File: config.mk
export PLATFORM = sky130hd
export DESIGN_NAME = atf_regs
export DESIGN_NICKNAME = d
export VERILOG_FILES = /design/src/atf_pkg.sv /design/src/atf_sync2.sv /design/src/atf_regs.sv
export SDC_FILE = /design/constraint.sdc
export NUM_CORES = 1
export LEC_CHECK = 0
export CAP_MARGIN = 25
export CORE_ASPECT_RATIO = 0.5
export CORE_MARGIN = 2
export CORE_UTILIZATION = 44
export DETAILED_ROUTE_END_ITERATION = 10
export DONT_BUFFER_PORTS = 1
export GPL_TIMING_DRIVEN = 0
export SLEW_MARGIN = 20
export SYNTH_ARGS = -nofsm -noshare
export SYNTH_HDL_FRONTEND = slang
export SYNTH_SLANG_ARGS = --single-unit
File: constraint.sdc
create_clock -name sys_clk_i -period 5.4 [get_ports sys_clk_i]
set_clock_uncertainty 0.15 [all_clocks]
set_input_delay 0 -clock sys_clk_i [delete_from_list [all_inputs] [get_ports sys_clk_i]]
set_output_delay 0 -clock sys_clk_i [all_outputs]
set_load 0.01 [all_outputs]
File: src/atf_pkg.sv
/*
  atf_pkg: task-file addresses, register reset values, bit positions and
  timing constants shared by the task-file register block.
  Assumes a 40 MHz device clock and a 3-bit task-file address plus a
  separate control-block select from the host port decoder.
*/
package atf_pkg;
  // ----------------------------------------------------------------------
  // task-file addresses (command block, cs0 side)
  // ----------------------------------------------------------------------
  localparam logic [2:0] TF_DATA = 3'h0;
  localparam logic [2:0] TF_FEAT_ERR = 3'h1;
  localparam logic [2:0] TF_SECCNT = 3'h2;
  localparam logic [2:0] TF_SECNUM = 3'h3;
  localparam logic [2:0] TF_CYLLO = 3'h4;
  localparam logic [2:0] TF_CYLHI = 3'h5;
  localparam logic [2:0] TF_DRVHEAD = 3'h6;
  localparam logic [2:0] TF_STAT_CMD = 3'h7;
  // control block: device control at address 6 (alt status on read)
  localparam logic [2:0] TF_DEVCTL = 3'h6;
  localparam int SOFT_RESET_BIT = 2;

  // ----------------------------------------------------------------------
  // reset values and command-reject values
  // ----------------------------------------------------------------------
  localparam logic [7:0] STAT_RST = 8'h00;
  localparam logic [7:0] STAT_PKT_RST = 8'h10;
  localparam logic [7:0] STAT_REJECT = 8'h41;
  localparam logic [7:0] ERR_RST = 8'h01;
  localparam logic [7:0] ERR_REJECT = 8'h04;
  localparam logic [7:0] SECCNT_RST = 8'h01;
  localparam logic [7:0] SECNUM_RST = 8'h01;
  localparam logic [7:0] CYLLO_RST = 8'h14;
  localparam logic [7:0] CYLHI_RST = 8'heb;
  localparam logic [7:0] DRVHEAD_RST = 8'h00;
  localparam logic [7:0] FEAT_RST = 8'h00;

  // ----------------------------------------------------------------------
  // status, error and feature bit positions
  // ----------------------------------------------------------------------
  localparam int ST_LOCKED = 7;
  localparam int ST_READY = 6;
  localparam int ST_SEEK = 4;
  localparam int ST_XFER = 3;
  localparam int ST_CHECK = 0;
  localparam int ER_KEY_HI = 7;
  localparam int ER_KEY_LO = 4;
  localparam int ER_REJECT = 2;
  localparam int ER_PEND = 1;
  localparam int ER_BADLEN = 0;
  localparam int FT_DMA = 0;

  // ----------------------------------------------------------------------
  // power-up handshake timing
  // ----------------------------------------------------------------------
  localparam int CLK_HZ = 40_000_000;
  localparam int HANDSHAKE_MS = 31;
  localparam int HANDSHAKE_CYC = CLK_HZ / 1000 * HANDSHAKE_MS;
endpackage

File: src/atf_sync2.sv
/*
  atf_sync2: two-flop level synchroniser for host pins.
  Assumes inputs are asynchronous levels; first flop feeds only the second.
*/
`timescale 1ns/100ps
`default_nettype none
module atf_sync2 #(
  parameter int W = 1
) (
  // clock and reset
  input wire logic sys_clk_i,
  input wire logic rst_b_i,
  // level in and out
  input wire logic [W-1:0] async_i,
  output logic [W-1:0] sync_o
);
  logic [W-1:0] meta_ff;
  logic [W-1:0] nxt_meta;
  logic [W-1:0] nxt_sync;

  // -----------------------------------------------------------------------
  // two stages
  // -----------------------------------------------------------------------
  always_comb begin
    nxt_meta = async_i;
    nxt_sync = meta_ff;
  end

  always_ff @(posedge sys_clk_i) begin
    // idle level of the active-low pins, so no false pulse follows reset
    if (!rst_b_i) begin
      meta_ff <= '1;
      sync_o <= '1;
    end else begin
      meta_ff <= nxt_meta;
      sync_o <= nxt_sync;
    end
  end
endmodule // atf_sync2
`default_nettype wire

File: src/atf_regs.sv
/*
  atf_regs: device-side task-file registers of a packet-interface unit.
  Assumes the host strobes are decoded to single-cycle pulses in the
  device clock domain, and that the firmware side reports command events
  as one-cycle pulses. Active-low pins arrive raw and are synchronised.
*/
// Behaviour
// resets load status 00, error 01, count/number 01, 14/eb; packet reset 10
// soft-bit reset or abort hides seek-complete and clears ready
// packet command acceptance restores ready and seek-complete visibility
// locked-out bit set while only the device owns the task file
// ready only while seek-complete holds a valid value
// seek-complete set when the device can accept a command
// transfer-request set while data is ready to move
// check bit set when the current command has an error
// status bits 5, 2, 1 always read zero
// error bits 7-4 carry the sense key
// error bit 3 always reads zero
// error bit 2 set when a command is aborted
// error bit 1 set at end of partition
// error bit 0 set when an illegal-length block is read
// feature bit 0 selects dma (1) or pio (0); packets always pio
// host writes the method bit before each data-moving packet command
// command completion overwrites the feature/error location with error
// wrong method bit may leave busy stuck; host recovers by reset
// active and diag signals exchanged at power-up for master/slave
// after power-up the active signal is not driven for activity
// transfer mode selects rate only; feature bit 0 picks dma or pio
// error register is read at the feature write address
`timescale 1ns/100ps
`default_nettype none
module atf_regs #(
  parameter int HANDSHAKE_CYC = atf_pkg::HANDSHAKE_CYC
) (
  // clock and reset
  input wire logic sys_clk_i,
  input wire logic rst_b_i,
  // host register port (same clock domain)
  input wire logic [2:0] tf_addr_i,
  input wire logic tf_ctl_sel_i,
  input wire logic tf_wr_i,
  input wire logic tf_rd_i,
  input wire logic [7:0] tf_wdata_i,
  output logic [7:0] tf_rdata_o,
  // host pins
  input wire logic hard_reset_n_i,
  input wire logic unit_active_n_i,
  input wire logic diag_passed_n_i,
  output logic unit_active_n_o,
  output logic unit_active_n_oe_o,
  output logic diag_passed_n_o,
  output logic diag_passed_n_oe_o,
  // firmware events and levels
  input wire logic is_slave_i,
  input wire logic diag_ok_i,
  input wire logic pkt_soft_reset_i,
  input wire logic pkt_accept_i,
  input wire logic cmd_reject_i,
  input wire logic cmd_abort_i,
  input wire logic cmd_done_i,
  input wire logic cmd_error_i,
  input wire logic [3:0] sense_key_i,
  input wire logic partition_end_i,
  input wire logic bad_length_i,
  input wire logic dev_owns_tf_i,
  input wire logic seek_ready_i,
  input wire logic data_ready_i,
  // status to firmware
  output logic dma_sel_o,
  output logic soft_reset_o,
  output logic cmd_strobe_o,
  output logic [7:0] cmd_code_o
);
  // -----------------------------------------------------------------------
  // pin synchronisers
  // -----------------------------------------------------------------------
  logic [2:0] pins_s;
  atf_sync2 #(.W(3)) u_sync (
    .sys_clk_i(sys_clk_i),
    .rst_b_i(rst_b_i),
    .async_i({hard_reset_n_i, unit_active_n_i, diag_passed_n_i}),
    .sync_o(pins_s)
  );
  wire hard_rst = !pins_s[2];
  wire slave_active = !pins_s[1];

  // -----------------------------------------------------------------------
  // register state
  // -----------------------------------------------------------------------
  logic [7:0] err_ff, nxt_err;
  logic [7:0] feat_ff, nxt_feat;
  logic [7:0] seccnt_ff, nxt_seccnt;
  logic [7:0] secnum_ff, nxt_secnum;
  logic [7:0] cyllo_ff, nxt_cyllo;
  logic [7:0] cylhi_ff, nxt_cylhi;
  logic [7:0] drvhead_ff, nxt_drvhead;
  logic ready_ff, nxt_ready;
  logic seek_vis_ff, nxt_seek_vis;
  logic check_ff, nxt_check;
  logic pkt_stat_ff, nxt_pkt_stat;
  logic soft_reset_bit_ff, nxt_soft_reset_bit;
  logic [7:0] rdata_ff, nxt_rdata;
  logic cmd_stb_ff, nxt_cmd_stb;
  logic [7:0] cmd_ff, nxt_cmd;

  wire wr_cmd = tf_wr_i && !tf_ctl_sel_i;
  wire soft_reset_bit_wr = tf_wr_i && tf_ctl_sel_i && (tf_addr_i == atf_pkg::TF_DEVCTL);
  wire soft_reset_bit_rise = soft_reset_bit_wr && tf_wdata_i[atf_pkg::SOFT_RESET_BIT] && !soft_reset_bit_ff;
  wire full_rst = hard_rst || soft_reset_bit_rise;

  // status byte assembled live; unused bits tied low
  logic [7:0] status;
  always_comb begin
    status = 8'h00;
    status[atf_pkg::ST_LOCKED] = dev_owns_tf_i;
    status[atf_pkg::ST_READY] = ready_ff && seek_vis_ff;
    status[atf_pkg::ST_SEEK] = seek_vis_ff && (seek_ready_i || pkt_stat_ff);
    status[atf_pkg::ST_XFER] = data_ready_i && !dev_owns_tf_i;
    status[atf_pkg::ST_CHECK] = check_ff;
  end

  // -----------------------------------------------------------------------
  // next-state for task file and status flags
  // -----------------------------------------------------------------------
  always_comb begin
    nxt_err = err_ff;
    nxt_feat = feat_ff;
    nxt_seccnt = seccnt_ff;
    nxt_secnum = secnum_ff;
    nxt_cyllo = cyllo_ff;
    nxt_cylhi = cylhi_ff;
    nxt_drvhead = drvhead_ff;
    nxt_ready = ready_ff;
    nxt_seek_vis = seek_vis_ff;
    nxt_check = check_ff;
    nxt_pkt_stat = pkt_stat_ff;
    nxt_soft_reset_bit = soft_reset_bit_ff;
    nxt_cmd_stb = 1'b0;
    nxt_cmd = cmd_ff;
    if (soft_reset_bit_wr) begin
      nxt_soft_reset_bit = tf_wdata_i[atf_pkg::SOFT_RESET_BIT];
    end
    // host writes
    if (wr_cmd) begin
      unique case (tf_addr_i)
        atf_pkg::TF_FEAT_ERR: nxt_feat = tf_wdata_i;
        atf_pkg::TF_SECCNT: nxt_seccnt = tf_wdata_i;
        atf_pkg::TF_SECNUM: nxt_secnum = tf_wdata_i;
        atf_pkg::TF_CYLLO: nxt_cyllo = tf_wdata_i;
        atf_pkg::TF_CYLHI: nxt_cylhi = tf_wdata_i;
        atf_pkg::TF_DRVHEAD: nxt_drvhead = tf_wdata_i;
        atf_pkg::TF_STAT_CMD: begin
          nxt_cmd = tf_wdata_i;
          nxt_cmd_stb = 1'b1;
        end
        default: ;
      endcase
    end
    // completion writes error info into the shared location
    if (cmd_done_i) begin
      nxt_err = {sense_key_i, 1'b0, 1'b0, partition_end_i, bad_length_i};
      nxt_check = cmd_error_i;
    end
    if (cmd_abort_i) begin
      nxt_err[atf_pkg::ER_REJECT] = 1'b1;
      nxt_check = 1'b1;
      nxt_ready = 1'b0;
      nxt_seek_vis = 1'b0;
    end
    if (pkt_accept_i) begin
      nxt_ready = 1'b1;
      nxt_seek_vis = 1'b1;
    end
    if (cmd_reject_i) begin
      nxt_err = atf_pkg::ERR_REJECT;
      nxt_ready = 1'b1;
      nxt_seek_vis = 1'b1;
      nxt_check = 1'b1;
      nxt_pkt_stat = 1'b0;
    end
    if (pkt_soft_reset_i) begin
      nxt_err = atf_pkg::ERR_RST;
      nxt_seccnt = atf_pkg::SECCNT_RST;
      nxt_secnum = atf_pkg::SECNUM_RST;
      nxt_cyllo = atf_pkg::CYLLO_RST;
      nxt_cylhi = atf_pkg::CYLHI_RST;
      nxt_check = 1'b0;
      nxt_ready = 1'b0;
      nxt_seek_vis = 1'b1; // status reads 10h
      nxt_pkt_stat = 1'b1;
    end
    if (full_rst) begin
      nxt_err = atf_pkg::ERR_RST;
      nxt_seccnt = atf_pkg::SECCNT_RST;
      nxt_secnum = atf_pkg::SECNUM_RST;
      nxt_cyllo = atf_pkg::CYLLO_RST;
      nxt_cylhi = atf_pkg::CYLHI_RST;
      nxt_drvhead = atf_pkg::DRVHEAD_RST;
      nxt_feat = atf_pkg::FEAT_RST;
      nxt_check = 1'b0;
      nxt_ready = 1'b0;
      nxt_seek_vis = 1'b0;
      nxt_pkt_stat = 1'b0;
    end
    if (pkt_accept_i || cmd_reject_i) begin
      nxt_pkt_stat = 1'b0;
    end
  end

  // -----------------------------------------------------------------------
  // host read path, registered
  // -----------------------------------------------------------------------
  always_comb begin
    nxt_rdata = rdata_ff;
    if (tf_rd_i) begin
      if (tf_ctl_sel_i) begin
        nxt_rdata = (tf_addr_i == atf_pkg::TF_DEVCTL) ? status : 8'h00;
      end else begin
        unique case (tf_addr_i)
          atf_pkg::TF_FEAT_ERR: nxt_rdata = err_ff;
          atf_pkg::TF_SECCNT: nxt_rdata = seccnt_ff;
          atf_pkg::TF_SECNUM: nxt_rdata = secnum_ff;
          atf_pkg::TF_CYLLO: nxt_rdata = cyllo_ff;
          atf_pkg::TF_CYLHI: nxt_rdata = cylhi_ff;
          atf_pkg::TF_DRVHEAD: nxt_rdata = drvhead_ff;
          atf_pkg::TF_STAT_CMD: nxt_rdata = status;
          default: nxt_rdata = 8'h00; // data port lives elsewhere
        endcase
      end
    end
  end

  always_ff @(posedge sys_clk_i) begin
    if (!rst_b_i) begin
      err_ff <= atf_pkg::ERR_RST;
      feat_ff <= atf_pkg::FEAT_RST;
      seccnt_ff <= atf_pkg::SECCNT_RST;
      secnum_ff <= atf_pkg::SECNUM_RST;
      cyllo_ff <= atf_pkg::CYLLO_RST;
      cylhi_ff <= atf_pkg::CYLHI_RST;
      drvhead_ff <= atf_pkg::DRVHEAD_RST;
      ready_ff <= 1'b0;
      seek_vis_ff <= 1'b0;
      check_ff <= 1'b0;
      pkt_stat_ff <= 1'b0;
      soft_reset_bit_ff <= 1'b0;
      rdata_ff <= atf_pkg::STAT_RST;
      cmd_stb_ff <= 1'b0;
      cmd_ff <= 8'h00;
    end else begin
      err_ff <= nxt_err;
      feat_ff <= nxt_feat;
      seccnt_ff <= nxt_seccnt;
      secnum_ff <= nxt_secnum;
      cyllo_ff <= nxt_cyllo;
      cylhi_ff <= nxt_cylhi;
      drvhead_ff <= nxt_drvhead;
      ready_ff <= nxt_ready;
      seek_vis_ff <= nxt_seek_vis;
      check_ff <= nxt_check;
      pkt_stat_ff <= nxt_pkt_stat;
      soft_reset_bit_ff <= nxt_soft_reset_bit;
      rdata_ff <= nxt_rdata;
      cmd_stb_ff <= nxt_cmd_stb;
      cmd_ff <= nxt_cmd;
    end
  end

  // -----------------------------------------------------------------------
  // power-up master/slave handshake
  // -----------------------------------------------------------------------
  typedef enum logic [2:0] {
    ATF_HS_IDLE = 3'b001,
    ATF_HS_RUN = 3'b010,
    ATF_HS_DONE = 3'b100
  } atf_hs_t;
  atf_hs_t hs_ff, nxt_hs;
  logic [31:0] hs_cnt_ff, nxt_hs_cnt;
  logic act_oe_ff, nxt_act_oe;
  logic diag_oe_ff, nxt_diag_oe;

  // slave asserts active then asserts diag-passed once diag_ok_i; master
  // listens only. activity is never shown here, a front LED does that.
  always_comb begin
    nxt_hs = hs_ff;
    nxt_hs_cnt = hs_cnt_ff;
    nxt_act_oe = act_oe_ff;
    nxt_diag_oe = diag_oe_ff;
    unique case (hs_ff)
      ATF_HS_IDLE: begin
        nxt_hs = ATF_HS_RUN;
        nxt_hs_cnt = 32'h0;
        nxt_act_oe = is_slave_i;
        nxt_diag_oe = 1'b0;
      end
      ATF_HS_RUN: begin
        nxt_hs_cnt = hs_cnt_ff + 32'h1;
        if (is_slave_i && diag_ok_i) begin
          nxt_diag_oe = 1'b1;
        end
        if (hs_cnt_ff >= 32'(HANDSHAKE_CYC - 1) || (!is_slave_i && !slave_active && diag_ok_i)) begin
          nxt_hs = ATF_HS_DONE;
          nxt_act_oe = 1'b0;
          nxt_diag_oe = 1'b0;
        end
      end
      ATF_HS_DONE: begin
        nxt_act_oe = 1'b0;
        nxt_diag_oe = 1'b0;
      end
      default: nxt_hs = ATF_HS_IDLE;
    endcase
    if (hard_rst || soft_reset_bit_rise) begin
      nxt_hs = ATF_HS_IDLE;
    end
  end

  always_ff @(posedge sys_clk_i) begin
    if (!rst_b_i) begin
      hs_ff <= ATF_HS_IDLE;
      hs_cnt_ff <= 32'h0;
      act_oe_ff <= 1'b0;
      diag_oe_ff <= 1'b0;
    end else begin
      hs_ff <= nxt_hs;
      hs_cnt_ff <= nxt_hs_cnt;
      act_oe_ff <= nxt_act_oe;
      diag_oe_ff <= nxt_diag_oe;
    end
  end

  // -----------------------------------------------------------------------
  // outputs, all flops or constant pin levels
  // -----------------------------------------------------------------------
  always_comb begin
    tf_rdata_o = rdata_ff;
    unit_active_n_o = 1'b0; // drives low only, open-drain style
    unit_active_n_oe_o = act_oe_ff;
    diag_passed_n_o = 1'b0;
    diag_passed_n_oe_o = diag_oe_ff;
    dma_sel_o = feat_ff[atf_pkg::FT_DMA];
    soft_reset_o = soft_reset_bit_ff;
    cmd_strobe_o = cmd_stb_ff;
    cmd_code_o = cmd_ff;
  end

  // -----------------------------------------------------------------------
  // checks
  // -----------------------------------------------------------------------
  a_zero_status_bits: assert property (@(posedge sys_clk_i) disable iff (!rst_b_i)
    (tf_rd_i && !tf_ctl_sel_i && tf_addr_i == atf_pkg::TF_STAT_CMD)
    |=> ((tf_rdata_o[5] == 1'b0) && (tf_rdata_o[2] == 1'b0) && (tf_rdata_o[1] == 1'b0)))
    else $error("unused status bits not zero");
  a_err_bit3_zero: assert property (@(posedge sys_clk_i) disable iff (!rst_b_i)
    err_ff[3] == 1'b0) else $error("error bit 3 set");
  a_ready_needs_seek: assert property (@(posedge sys_clk_i) disable iff (!rst_b_i)
    ready_ff |-> seek_vis_ff) else $error("ready without seek valid");
  a_reset_loads: assert property (@(posedge sys_clk_i) disable iff (!rst_b_i)
    soft_reset_bit_rise |=> (err_ff == atf_pkg::ERR_RST && cyllo_ff == atf_pkg::CYLLO_RST
    && cylhi_ff == atf_pkg::CYLHI_RST && !ready_ff)) else $error("soft reset values wrong");
  a_abort_clears: assert property (@(posedge sys_clk_i) disable iff (!rst_b_i)
    (cmd_abort_i && !pkt_accept_i && !cmd_reject_i && !full_rst && !pkt_soft_reset_i)
    |=> (!ready_ff && !seek_vis_ff && err_ff[atf_pkg::ER_REJECT])) else $error("abort not seen");
  a_accept_ready: assert property (@(posedge sys_clk_i) disable iff (!rst_b_i)
    (pkt_accept_i && !full_rst) |=> (ready_ff && seek_vis_ff)) else $error("accept not ready");
  a_busy_tracks: assert property (@(posedge sys_clk_i) disable iff (!rst_b_i)
    (tf_rd_i && !tf_ctl_sel_i && tf_addr_i == atf_pkg::TF_STAT_CMD)
    |=> (tf_rdata_o[atf_pkg::ST_LOCKED] == $past(dev_owns_tf_i))) else $error("busy wrong");
  a_done_errinfo: assert property (@(posedge sys_clk_i) disable iff (!rst_b_i)
    (cmd_done_i && !cmd_abort_i && !cmd_reject_i && !full_rst && !pkt_soft_reset_i)
    |=> (err_ff[7:4] == $past(sense_key_i) && check_ff == $past(cmd_error_i)))
    else $error("completion error info wrong");
  a_no_drive_after: assert property (@(posedge sys_clk_i) disable iff (!rst_b_i)
    (hs_ff == ATF_HS_DONE) |-> !unit_active_n_oe_o) else $error("active driven after power-up");
endmodule // atf_regs
`default_nettype wire

# Word-level counts from Yosys, hierarchy flattened
# Index checks and enable logic that the tools add are counted.
dict set report classes {
  add_sub_neg 1
  n_lt_le_gt_ge 1
  eq_ne 12
  n_mux 24
  n_bitwise 2
  reduce_logical 44
}
# cell n
set ops {}
lappend ops {{$pmux 32 s2} 1}
lappend ops {{$pmux 8 s7} 1}
lappend ops {{$add 32x1->32 const B} 1}
lappend ops {{$ge 32x21->1 const B} 1}
lappend ops {{$reduce_and 2->1} 11}
lappend ops {{$mux 8} 2}
lappend ops {{$eq 3x3->1 const B} 5}
lappend ops {{$mux 1} 14}
lappend ops {{$logic_and 1x1->1} 11}
lappend ops {{$eq 3x2->1 const B} 3}
lappend ops {{$mux 3} 3}
lappend ops {{$pmux 3 s3} 1}
lappend ops {{$reduce_bool 3->1} 3}
lappend ops {{$reduce_bool 2->1} 4}
lappend ops {{$eq 3x1->1 const B} 2}
lappend ops {{$reduce_or 3->1} 2}
lappend ops {{$logic_not 1->1} 5}
lappend ops {{$logic_or 1x1->1} 4}
lappend ops {{$reduce_bool 4->1} 1}
lappend ops {{$reduce_or 2->1} 2}
lappend ops {{$reduce_or 4->1} 1}
lappend ops {{$ne 3x3->1 const B} 1}
lappend ops {{$pmux 1 s3} 1}
lappend ops {{$ne 2x2->1 const B} 1}
lappend ops {{2 further kinds} 3}
dict set report word_totals {
  reg_bits 113
  input_bits 36
  out_inout_bits 23
  word_cells 107
}

# Longest topological paths before layout
# Gate-level depths: netlist of run 1.
dict set report depth {
  word_depth 6
  ltp_mapped 8
  mapped_depth_nobuf 6
}

# Modules after synthesis
# From an unflattened synthesis of run 1, not the netlist that was laid out.
dict set report hier_totals {
  hier_cells 599
  hier_area_um2 5382.7
}
# module instances cells_each area_each_um2 seq_area_each_um2
set by_module_without_submodules {}
lappend by_module_without_submodules {atf_regs 1 587 5225.0 2142.1}
lappend by_module_without_submodules {atf_sync2 1 12 157.7 120.1}

# Worst setup path after synthesis of run 1
# Ideal clock, no wire load.
dict set report synth_timing {
  path_type {reg2reg}
  startpoint {register hs_cnt_ff[0]}
  endpoint {register hs_cnt_ff[28]}
  setup_ns 0.065
  t_arrival_ns 1.665
  required_ns 5.185
  path_slack_ns 3.520
  path_stages_with_launch 9
  path_buffers 2
  synth_period_minus_slack_ns 1.880
  path_cell_list {dfxtp_1 -> ha_1 -> and3_1 -> buf_6 -> nand3_4 -> buf_6 -> nor4_1 -> mux2_2 -> nor2_1}
}
dict set report synth_via {
  elab_chain_cells 2
}
# item line
set synth_rtl {}
lappend synth_rtl {{from (decl)} atf_regs.sv:278} ;# logic [31:0] hs_cnt_ff, nxt_hs_cnt;
lappend synth_rtl {{from (signal assigned)} atf_regs.sv:326} ;# hs_cnt_ff <= nxt_hs_cnt;
lappend synth_rtl {{$add 32x1->32} atf_regs.sv:297} ;# nxt_hs_cnt = hs_cnt_ff + 32'h1;
lappend synth_rtl {{$pmux 32 s2} atf_regs.sv:289} ;# unique case (hs_ff)
# Every way passes these cells.
# A chain may end at the register's enable or synchronous reset.

# Final worst setup path of run 1
dict set report layout_timing {
  startpoint {input tf_addr_i[0]}
  endpoint {register check_ff}
}
dict set report layout_via {
  elab_chain_cells 6
}
# item line
set layout_rtl {}
lappend layout_rtl {{from (decl)} atf_regs.sv:39} ;# input wire logic [2:0] tf_addr_i,
lappend layout_rtl {{$eq 3x3->1} atf_regs.sv:107} ;# wire soft_reset_bit_wr = tf_wr_i && tf_ctl_sel_i && (tf_addr_i == atf_pkg::TF_DEVCTL);
lappend layout_rtl {{$logic_and 1x1->1} atf_regs.sv:107}
lappend layout_rtl {{$logic_and 1x1->1 (2 in series)} atf_regs.sv:108} ;# wire soft_reset_bit_rise = soft_reset_bit_wr && tf_wdata_i[atf_pkg::SOFT_RESET_BIT] && !soft_reset_bit_ff;
lappend layout_rtl {{$logic_or 1x1->1} atf_regs.sv:109} ;# wire full_rst = hard_rst || soft_reset_bit_rise;
lappend layout_rtl {{$reduce_or 3->1 (no source line)} n/a}
lappend layout_rtl {{to (signal assigned)} atf_regs.sv:260} ;# check_ff <= nxt_check;
lappend layout_rtl {{to (decl)} atf_regs.sv:99} ;# logic check_ff, nxt_check;
# Every way passes these cells.

==> results.sh, run 1 <==
export IMPL_layout_drive_gt1_share=0.106
export IMPL_synth_top_area_share=0.425
export IMPL_start_util=0.447
export IMPL_gp_congestion=0.848
export IMPL_critPathLaunchType="input port"
export IMPL_wl_mm=13.2
export IMPL_clockBufferDepth=2
export IMPL_antenna_left=0
export IMPL_grt_usage=0.217
export IMPL_dr_pass1_iters=5
export IMPL_synth_edf_count=0
export IMPL_cp_end_kind="register"
export IMPL_grt_max_degree=18
export IMPL_portBuffers=0
export IMPL_drt_iter0_drc=315
export IMPL_synth_fa_ha_area_frac=0.00239
export IMPL_path_clk_slew_ns=0.07
export IMPL_syn_avg_cell_area_um2=8.92
export IMPL_synth_ff_type="dfxtp_1"
export IMPL_nNetsFinal=674
export IMPL_fp_dieArea_um2=12800
export IMPL_slew_viol_final=0
export IMPL_cts_tree="built"
export IMPL_synth_compound_area_frac=0.153
export IMPL_period_minus_slack_ns=2.74
export IMPL_crit_type="input port to register"
export IMPL_slew_headroom=0.577
export IMPL_hold_viol_final=0
export IMPL_grt_pass1_vias=4036
export IMPL_cts_root_buffer="clkbuf_16"
export IMPL_dpl_cell_area_um2=5440
export IMPL_hold_ws_ns=0.0185
export IMPL_final_area_um2=6160
export IMPL_fmax_mhz=364
export IMPL_ir_worst_vdd_mv=0.165
export IMPL_synth_top_family_by_area="simple AND/OR/NAND/NOR gates"
export IMPL_min_period_over_period=0.508
export IMPL_dp_final_hpwl_mm=9.20
export IMPL_yosys_area_share_simple=0.225
export IMPL_cp_max_fo=10
export IMPL_synth_cells=586
export IMPL_powerDensity_nw_per_um2=287
export IMPL_rsz0062_at_grt="no"
export IMPL_die_w_um=158
export IMPL_rows=28
export IMPL_cts_setup_buffers=0
export IMPL_async_flop_share=0
export IMPL_required_ns=5.49
export IMPL_htreeDepth=3
export IMPL_synth_seq_area_share=0.425
export IMPL_vias_per_cell=5.46
export IMPL_die_h_um=81.1
export IMPL_syn_to_final_growth_pct=17.8
export IMPL_antenna_cells=0
export IMPL_synthMuxAreaShare=0.140
export IMPL_finalSetupViolations=0
export IMPL_setup_tns_ns=0
export IMPL_grt_pass1_wl_mm=21.3
export IMPL_hold_path_class="input port to register"
export IMPL_clock_latency_ns=0.35
export IMPL_netlist_area_um2=5230
export IMPL_synth_largest_area_cell="dfxtp_1"
export IMPL_synth_cell_type_count=67
export IMPL_core_area_um2=11700
export IMPL_multi_input_area_um2=2740
export IMPL_ioPinCount=59
export IMPL_arrival_ns=2.83
export IMPL_synth_seq_cells=111
export IMPL_finalPower_mw=1.77
export IMPL_cts_sinks=111
export IMPL_worst_pin_slew_ns=0.633
export IMPL_vias=4406
export IMPL_synth_area_top_cells="dfxtp_1, mux2i_1, a21oi_1"
export IMPL_antenna_found_initial=0
export IMPL_p_leak_nw=2.16
export IMPL_drcViolationCount=0
export IMPL_maxCapViolCount=0
export IMPL_ys_warn_count=0
export IMPL_regArea_um2=2220
export IMPL_cts_made_buffers=9
export IMPL_status="finished clean"
export IMPL_grt_ovfl_total=0
export IMPL_synthXorXnorAreaFrac=0.00335
export IMPL_fill_cells=1093
export IMPL_cts_resized=0
export IMPL_wl_per_cell_um=16.4
## cells in the mapped netlist, drive strengths merged, types with 2 or more instances
cell type	instances
and4	3
nand4	9
a221o	2
a21oi	51
and3	7
and2	5
o311ai	5
dfxtp	111
a2bb2oi	2
nor2	60
a31oi	4
clkbuf	19
o21ai	21
o211ai	8
nand3	21
a211o	4
a41oi	2
or3	8
mux2i	55
or2	3
nand3b	3
buf	23
nand2b	12
nor4	9
a22oi	2
nor2b	7
nand2	57
or4	4
nor3	6
o22a	2
a221oi	7
mux2	16
a211oi	4
inv	13
a21o	2
nor3b	3
## final timing paths
kind,cells after the start,slack [ns],start,end
worst min register to register,1,0.27,u_sync.meta_ff[2],u_sync.sync_o[2]
worst max register to register,6,3.05,soft_reset_o,check_ff
worst min-delay path,3,0.02,cmd_done_i,err_ff[4]
worst max-delay path,9,2.66,tf_addr_i[0],check_ff
## registers in the layout, summed over array words and instances, names as in the netlist, 2 cells and up
register,cells
cmd_code_o,8
cylhi_ff,8
cyllo_ff,8
drvhead_ff,8
err_ff,7
hs_cnt_ff,32
hs_ff,3
seccnt_ff,8
secnum_ff,8
tf_rdata_o,8
u_sync.meta_ff,2
u_sync.sync_o,2
## cells in the final DEF (no fill, tap or decap), types with 4 or more instances in the layout
cell	count
buf_1	4
clkbuf_1	19
nand4_1	7
nand3_1	20
a21oi_1	51
clkbuf_16	9
inv_1	13
nor3_1	5
a31oi_1	4
nor2b_1	7
or3_1	6
nor4_1	8
o21ai_0	21
dlygate4sd3_1	39
buf_4	6
and3_1	6
nand2_1	57
a221oi_1	7
and2_1	5
o211ai_1	8
mux2i_1	55
nor2_1	59
o311ai_0	4
buf_2	10
mux2_2	16
nand2b_1	12
a211o_1	4
dfxtp_1	111
or4_1	4
## metrics by stage
stage,std cells,utilization,worst slack [ns]
after global routing,807,0.526,2.51
after floorplan,587,-,3.52
after global placement,752,0.465,3.34
after CTS,807,0.526,2.68
after detailed placement,752,0.465,3.35
final,807,0.526,2.66
## critical path, cell delays in order
cell	delay [ns]
dlygate4sd3_1	0.58
nor2b_1	0.29
nand4_1	0.25
o311ai_4	0.51
or2_1	0.17
buf_2	0.19
buf_4	0.22
a21oi_1	0.05
dlygate4sd3_1	0.57
## cell families (layout without fill, tap and decap cells)
group | count (synthesis) | after routing
adder cells (fa/ha/maj) | 1 | 1
buffers and inverters | 56 | 111
other | 1 | 2
flip-flops | 111 | 111
AO/OA/AOI/OAI | 123 | 123
XOR/XNOR | 2 | 2
multiplexers | 71 | 71
AND/OR/NAND/NOR | 221 | 221
## per-layer routing
layer,up-vias,wire length (µm),GRT usage
li1,2208,-,-
met1,2072,6230,0.296
met2,110,6140,0.348
met3,16,645,0.0470
met4,0,216,0.0658
met5,-,0,0
## cell type report
class	count	share of cell area
Multi-Input combinational cell	420	0.445
Sequential cell	111	0.361
Timing Repair Buffer	39	0.0634
Clock buffer	11	0.0410
Buffer	42	0.0349
Tap cell	165	0.0335
Clock inverter	5	0.0128
Inverter	14	0.00853
## repair_timing
| item | 4_1_cts | 5_1_grt |
|---|---|---|
| hold endpoints to repair | 82 | 0 |
| endpoints found under the setup margin | 0 | 0 |
| hold buffers | 39 | 0 |
## where the power goes
group | internal [mW] | switching, mW
Clock | 0.432 | 0.303
Sequential | 0.833 | 0.0124
Combinational | 0.0711 | 0.118
(Power assumes the default switching activity.)
==> inputs of run 2 (changes only) <==
==> constraint.sdc (replaced) <==
create_clock -name sys_clk_i -period 2.4 [get_ports sys_clk_i]
set_clock_uncertainty 0.15 [all_clocks]
set_input_delay 0 -clock sys_clk_i [delete_from_list [all_inputs] [get_ports sys_clk_i]]
set_output_delay 0 -clock sys_clk_i [all_outputs]
set_load 0.01 [all_outputs]
==> run 2 against run 1 <==
Register-to-register slack got worse by 2.8 ns. Worst hold slack barely moved. Sequential power increased by 120%. Cell count rose by 0.62%. Combinational power increased by 130%. Clock power increased by 130%. Worst setup slack lost 2.5 ns. Total power rose by 130%. Count of clock-buffer cells in the layout stayed put. Largest cell class unchanged. Highest routed layer unchanged.
==> results.sh, run 2 (same netlist as run 1, synthesis figures left out) <==
export IMPL_top_register="hs_cnt_ff"
export IMPL_path_clk_slew_ns=0.07
export IMPL_p_sw_uw=982
export IMPL_slew_viol_final=0
export IMPL_final_area_um2=6200
export IMPL_finalSetupViolations=0
export IMPL_utilization=0.530
export IMPL_die_w_um=158
export IMPL_antenna_left=0
export IMPL_dp_final_hpwl_mm=9.20
export IMPL_vias_per_cell=5.40
export IMPL_hold_viol_final=0
export IMPL_ir_worst_vdd_mv=0.371
export IMPL_cts_sinks=111
export IMPL_gp_congestion=0.848
export IMPL_p_leak_nw=2.18
export IMPL_dr_pass1_iters=4
export IMPL_p_seq_frac=0.476
export IMPL_die_h_um=81.1
export IMPL_clockBufferDepth=2
export IMPL_grt_pass1_vias=4044
export IMPL_clock_latency_ns=0.35
export IMPL_p_clk_frac=0.416
export IMPL_drcViolationCount=0
export IMPL_arrival_ns=2.36
export IMPL_hold_path_class="input port to register"
export IMPL_fp_dieArea_um2=12800
export IMPL_p_comb_frac=0.108
export IMPL_regArea_um2=2220
export IMPL_required_ns=2.49
export IMPL_powerDensity_nw_per_um2=644
export IMPL_cts_root_buffer="clkbuf_16"
export IMPL_cp_end_kind="register"
export IMPL_nNetsFinal=679
export IMPL_status="finished clean"
export IMPL_p_int_mw=3.01
export IMPL_swShare=0.246
export IMPL_fill_cells=1092
export IMPL_antenna_cells=0
export IMPL_antenna_found_initial=0
export IMPL_drt_iter0_drc=317
export IMPL_period_minus_slack_ns=2.27
export IMPL_wl_per_cell_um=16.3
export IMPL_reg2reg_depth=6
export IMPL_syn_to_final_growth_pct=18.7
export IMPL_largest_reg_flops=32
export IMPL_start_util=0.447
export IMPL_maxCapViolCount=0
export IMPL_fmax_mhz=441
export IMPL_ioPinCount=59
export IMPL_worst_pin_slew_ns=0.615
export IMPL_cts_tree="built"
export IMPL_grt_ovfl_total=0
export IMPL_multi_input_area_um2=2740
export IMPL_grt_pass1_wl_mm=21.3
export IMPL_cp_max_fo=8
export IMPL_rsz0062_at_grt="no"
export IMPL_crit_type="input port to register"
export IMPL_worstHoldPathCells=3
export IMPL_layout_drive_gt1_share=0.111
export IMPL_core_area_um2=11700
export IMPL_rows=28
export IMPL_layout_common_cells="dfxtp_1, nor2_1, nand2_1, mux2i_1, a21oi_1"
export IMPL_slew_headroom=0.589
export IMPL_grt_max_degree=18
export IMPL_htreeDepth=3
export IMPL_final_common_cell="dfxtp_1"
export IMPL_vias=4382
export IMPL_portBuffers=0
export IMPL_wl_mm=13.3
export IMPL_dpl_cell_area_um2=5440
export IMPL_grt_usage=0.216
export IMPL_cts_made_buffers=9
export IMPL_min_period_over_period=0.944
export IMPL_setup_tns_ns=0
export IMPL_critPathLaunchType="input port"
-- run 2: cell count changes in the layout (fill, tap and decap cells not counted) --
cell	change
clkbuf_2	+1
dlygate4sd3_1	+2
clkbuf_1	-1
buf_4	+3
-- run 2: area by class of cell --
class / instances / share of cell area
Clock inverter: 5 / 0.0127
Timing Repair Buffer: 44 / 0.0698
Sequential cell: 111 / 0.358
Buffer: 42 / 0.0349
Clock buffer: 11 / 0.0408
Multi-Input combinational cell: 420 / 0.442
Inverter: 14 / 0.00847
Tap cell: 165 / 0.0333
-- run 2: power groups by stage --
stage          combinational (mW)  sequential [mW]  clock (mW)
2_1_floorplan               0.270             1.94           0
3_3_place_gp                0.354             1.94           0
3_5_place_dp                0.357             1.95           0
4_1_cts                     0.425             1.90        1.69
5_1_grt                     0.474             1.91        1.76
6_report                    0.432             1.90        1.66
-- run 2: critical path, stage by stage --
cell and delay (ns):
dlygate4sd3_1 0.64, nor3b_1 0.35, nor2b_1 0.23, buf_2 0.29, mux2i_1 0.23, nand2_1 0.06, dlygate4sd3_1 0.55
-- run 2: worst paths after layout --
check	to	slack, ns	startpoint
setup / recovery	secnum_ff[0]	0.13	tf_ctl_sel_i
setup reg to reg	hs_cnt_ff[23]	0.28	hs_cnt_ff[18]
hold reg to reg	u_sync.sync_o[2]	0.27	u_sync.meta_ff[2]
hold / removal	err_ff[4]	0.02	cmd_done_i
-- run 2: what timing repair did --
item | 4_1_cts | 5_1_grt
endpoints found under the setup margin | 0 | 7
hold buffers | 41 | 0
gates resized for setup | 0 | 2
hold endpoints to repair | 82 | 0
buffers inserted | 0 | 3
-- run 2: per-stage QoR --
step | cells | setup slack (ns) | power [mW] | hold WS [ns]
floorplan | 587 | 0.520 | 2.21 | -0.0770
global placement | 752 | 0.340 | 2.30 | -0.0749
detailed placement | 752 | 0.348 | 2.30 | -0.0723
CTS | 809 | 0.00188 | 4.02 | 0.00578
global route | 812 | 0.0110 | 4.14 | 0.0539
finish | 812 | 0.133 | 3.99 | 0.0187
-- run 2: per-layer routing --
| metal | vias to the layer above | global-route usage | part of all wire |
|---|---|---|---|
| li1 | 2217 | - | - |
| met1 | 2071 | 0.292 | 0.49 |
| met2 | 78 | 0.350 | 0.46 |
| met3 | 16 | 0.0464 | 0.035 |
| met4 | 0 | 0.0658 | 0.016 |
| met5 | - | 0 | 0 |
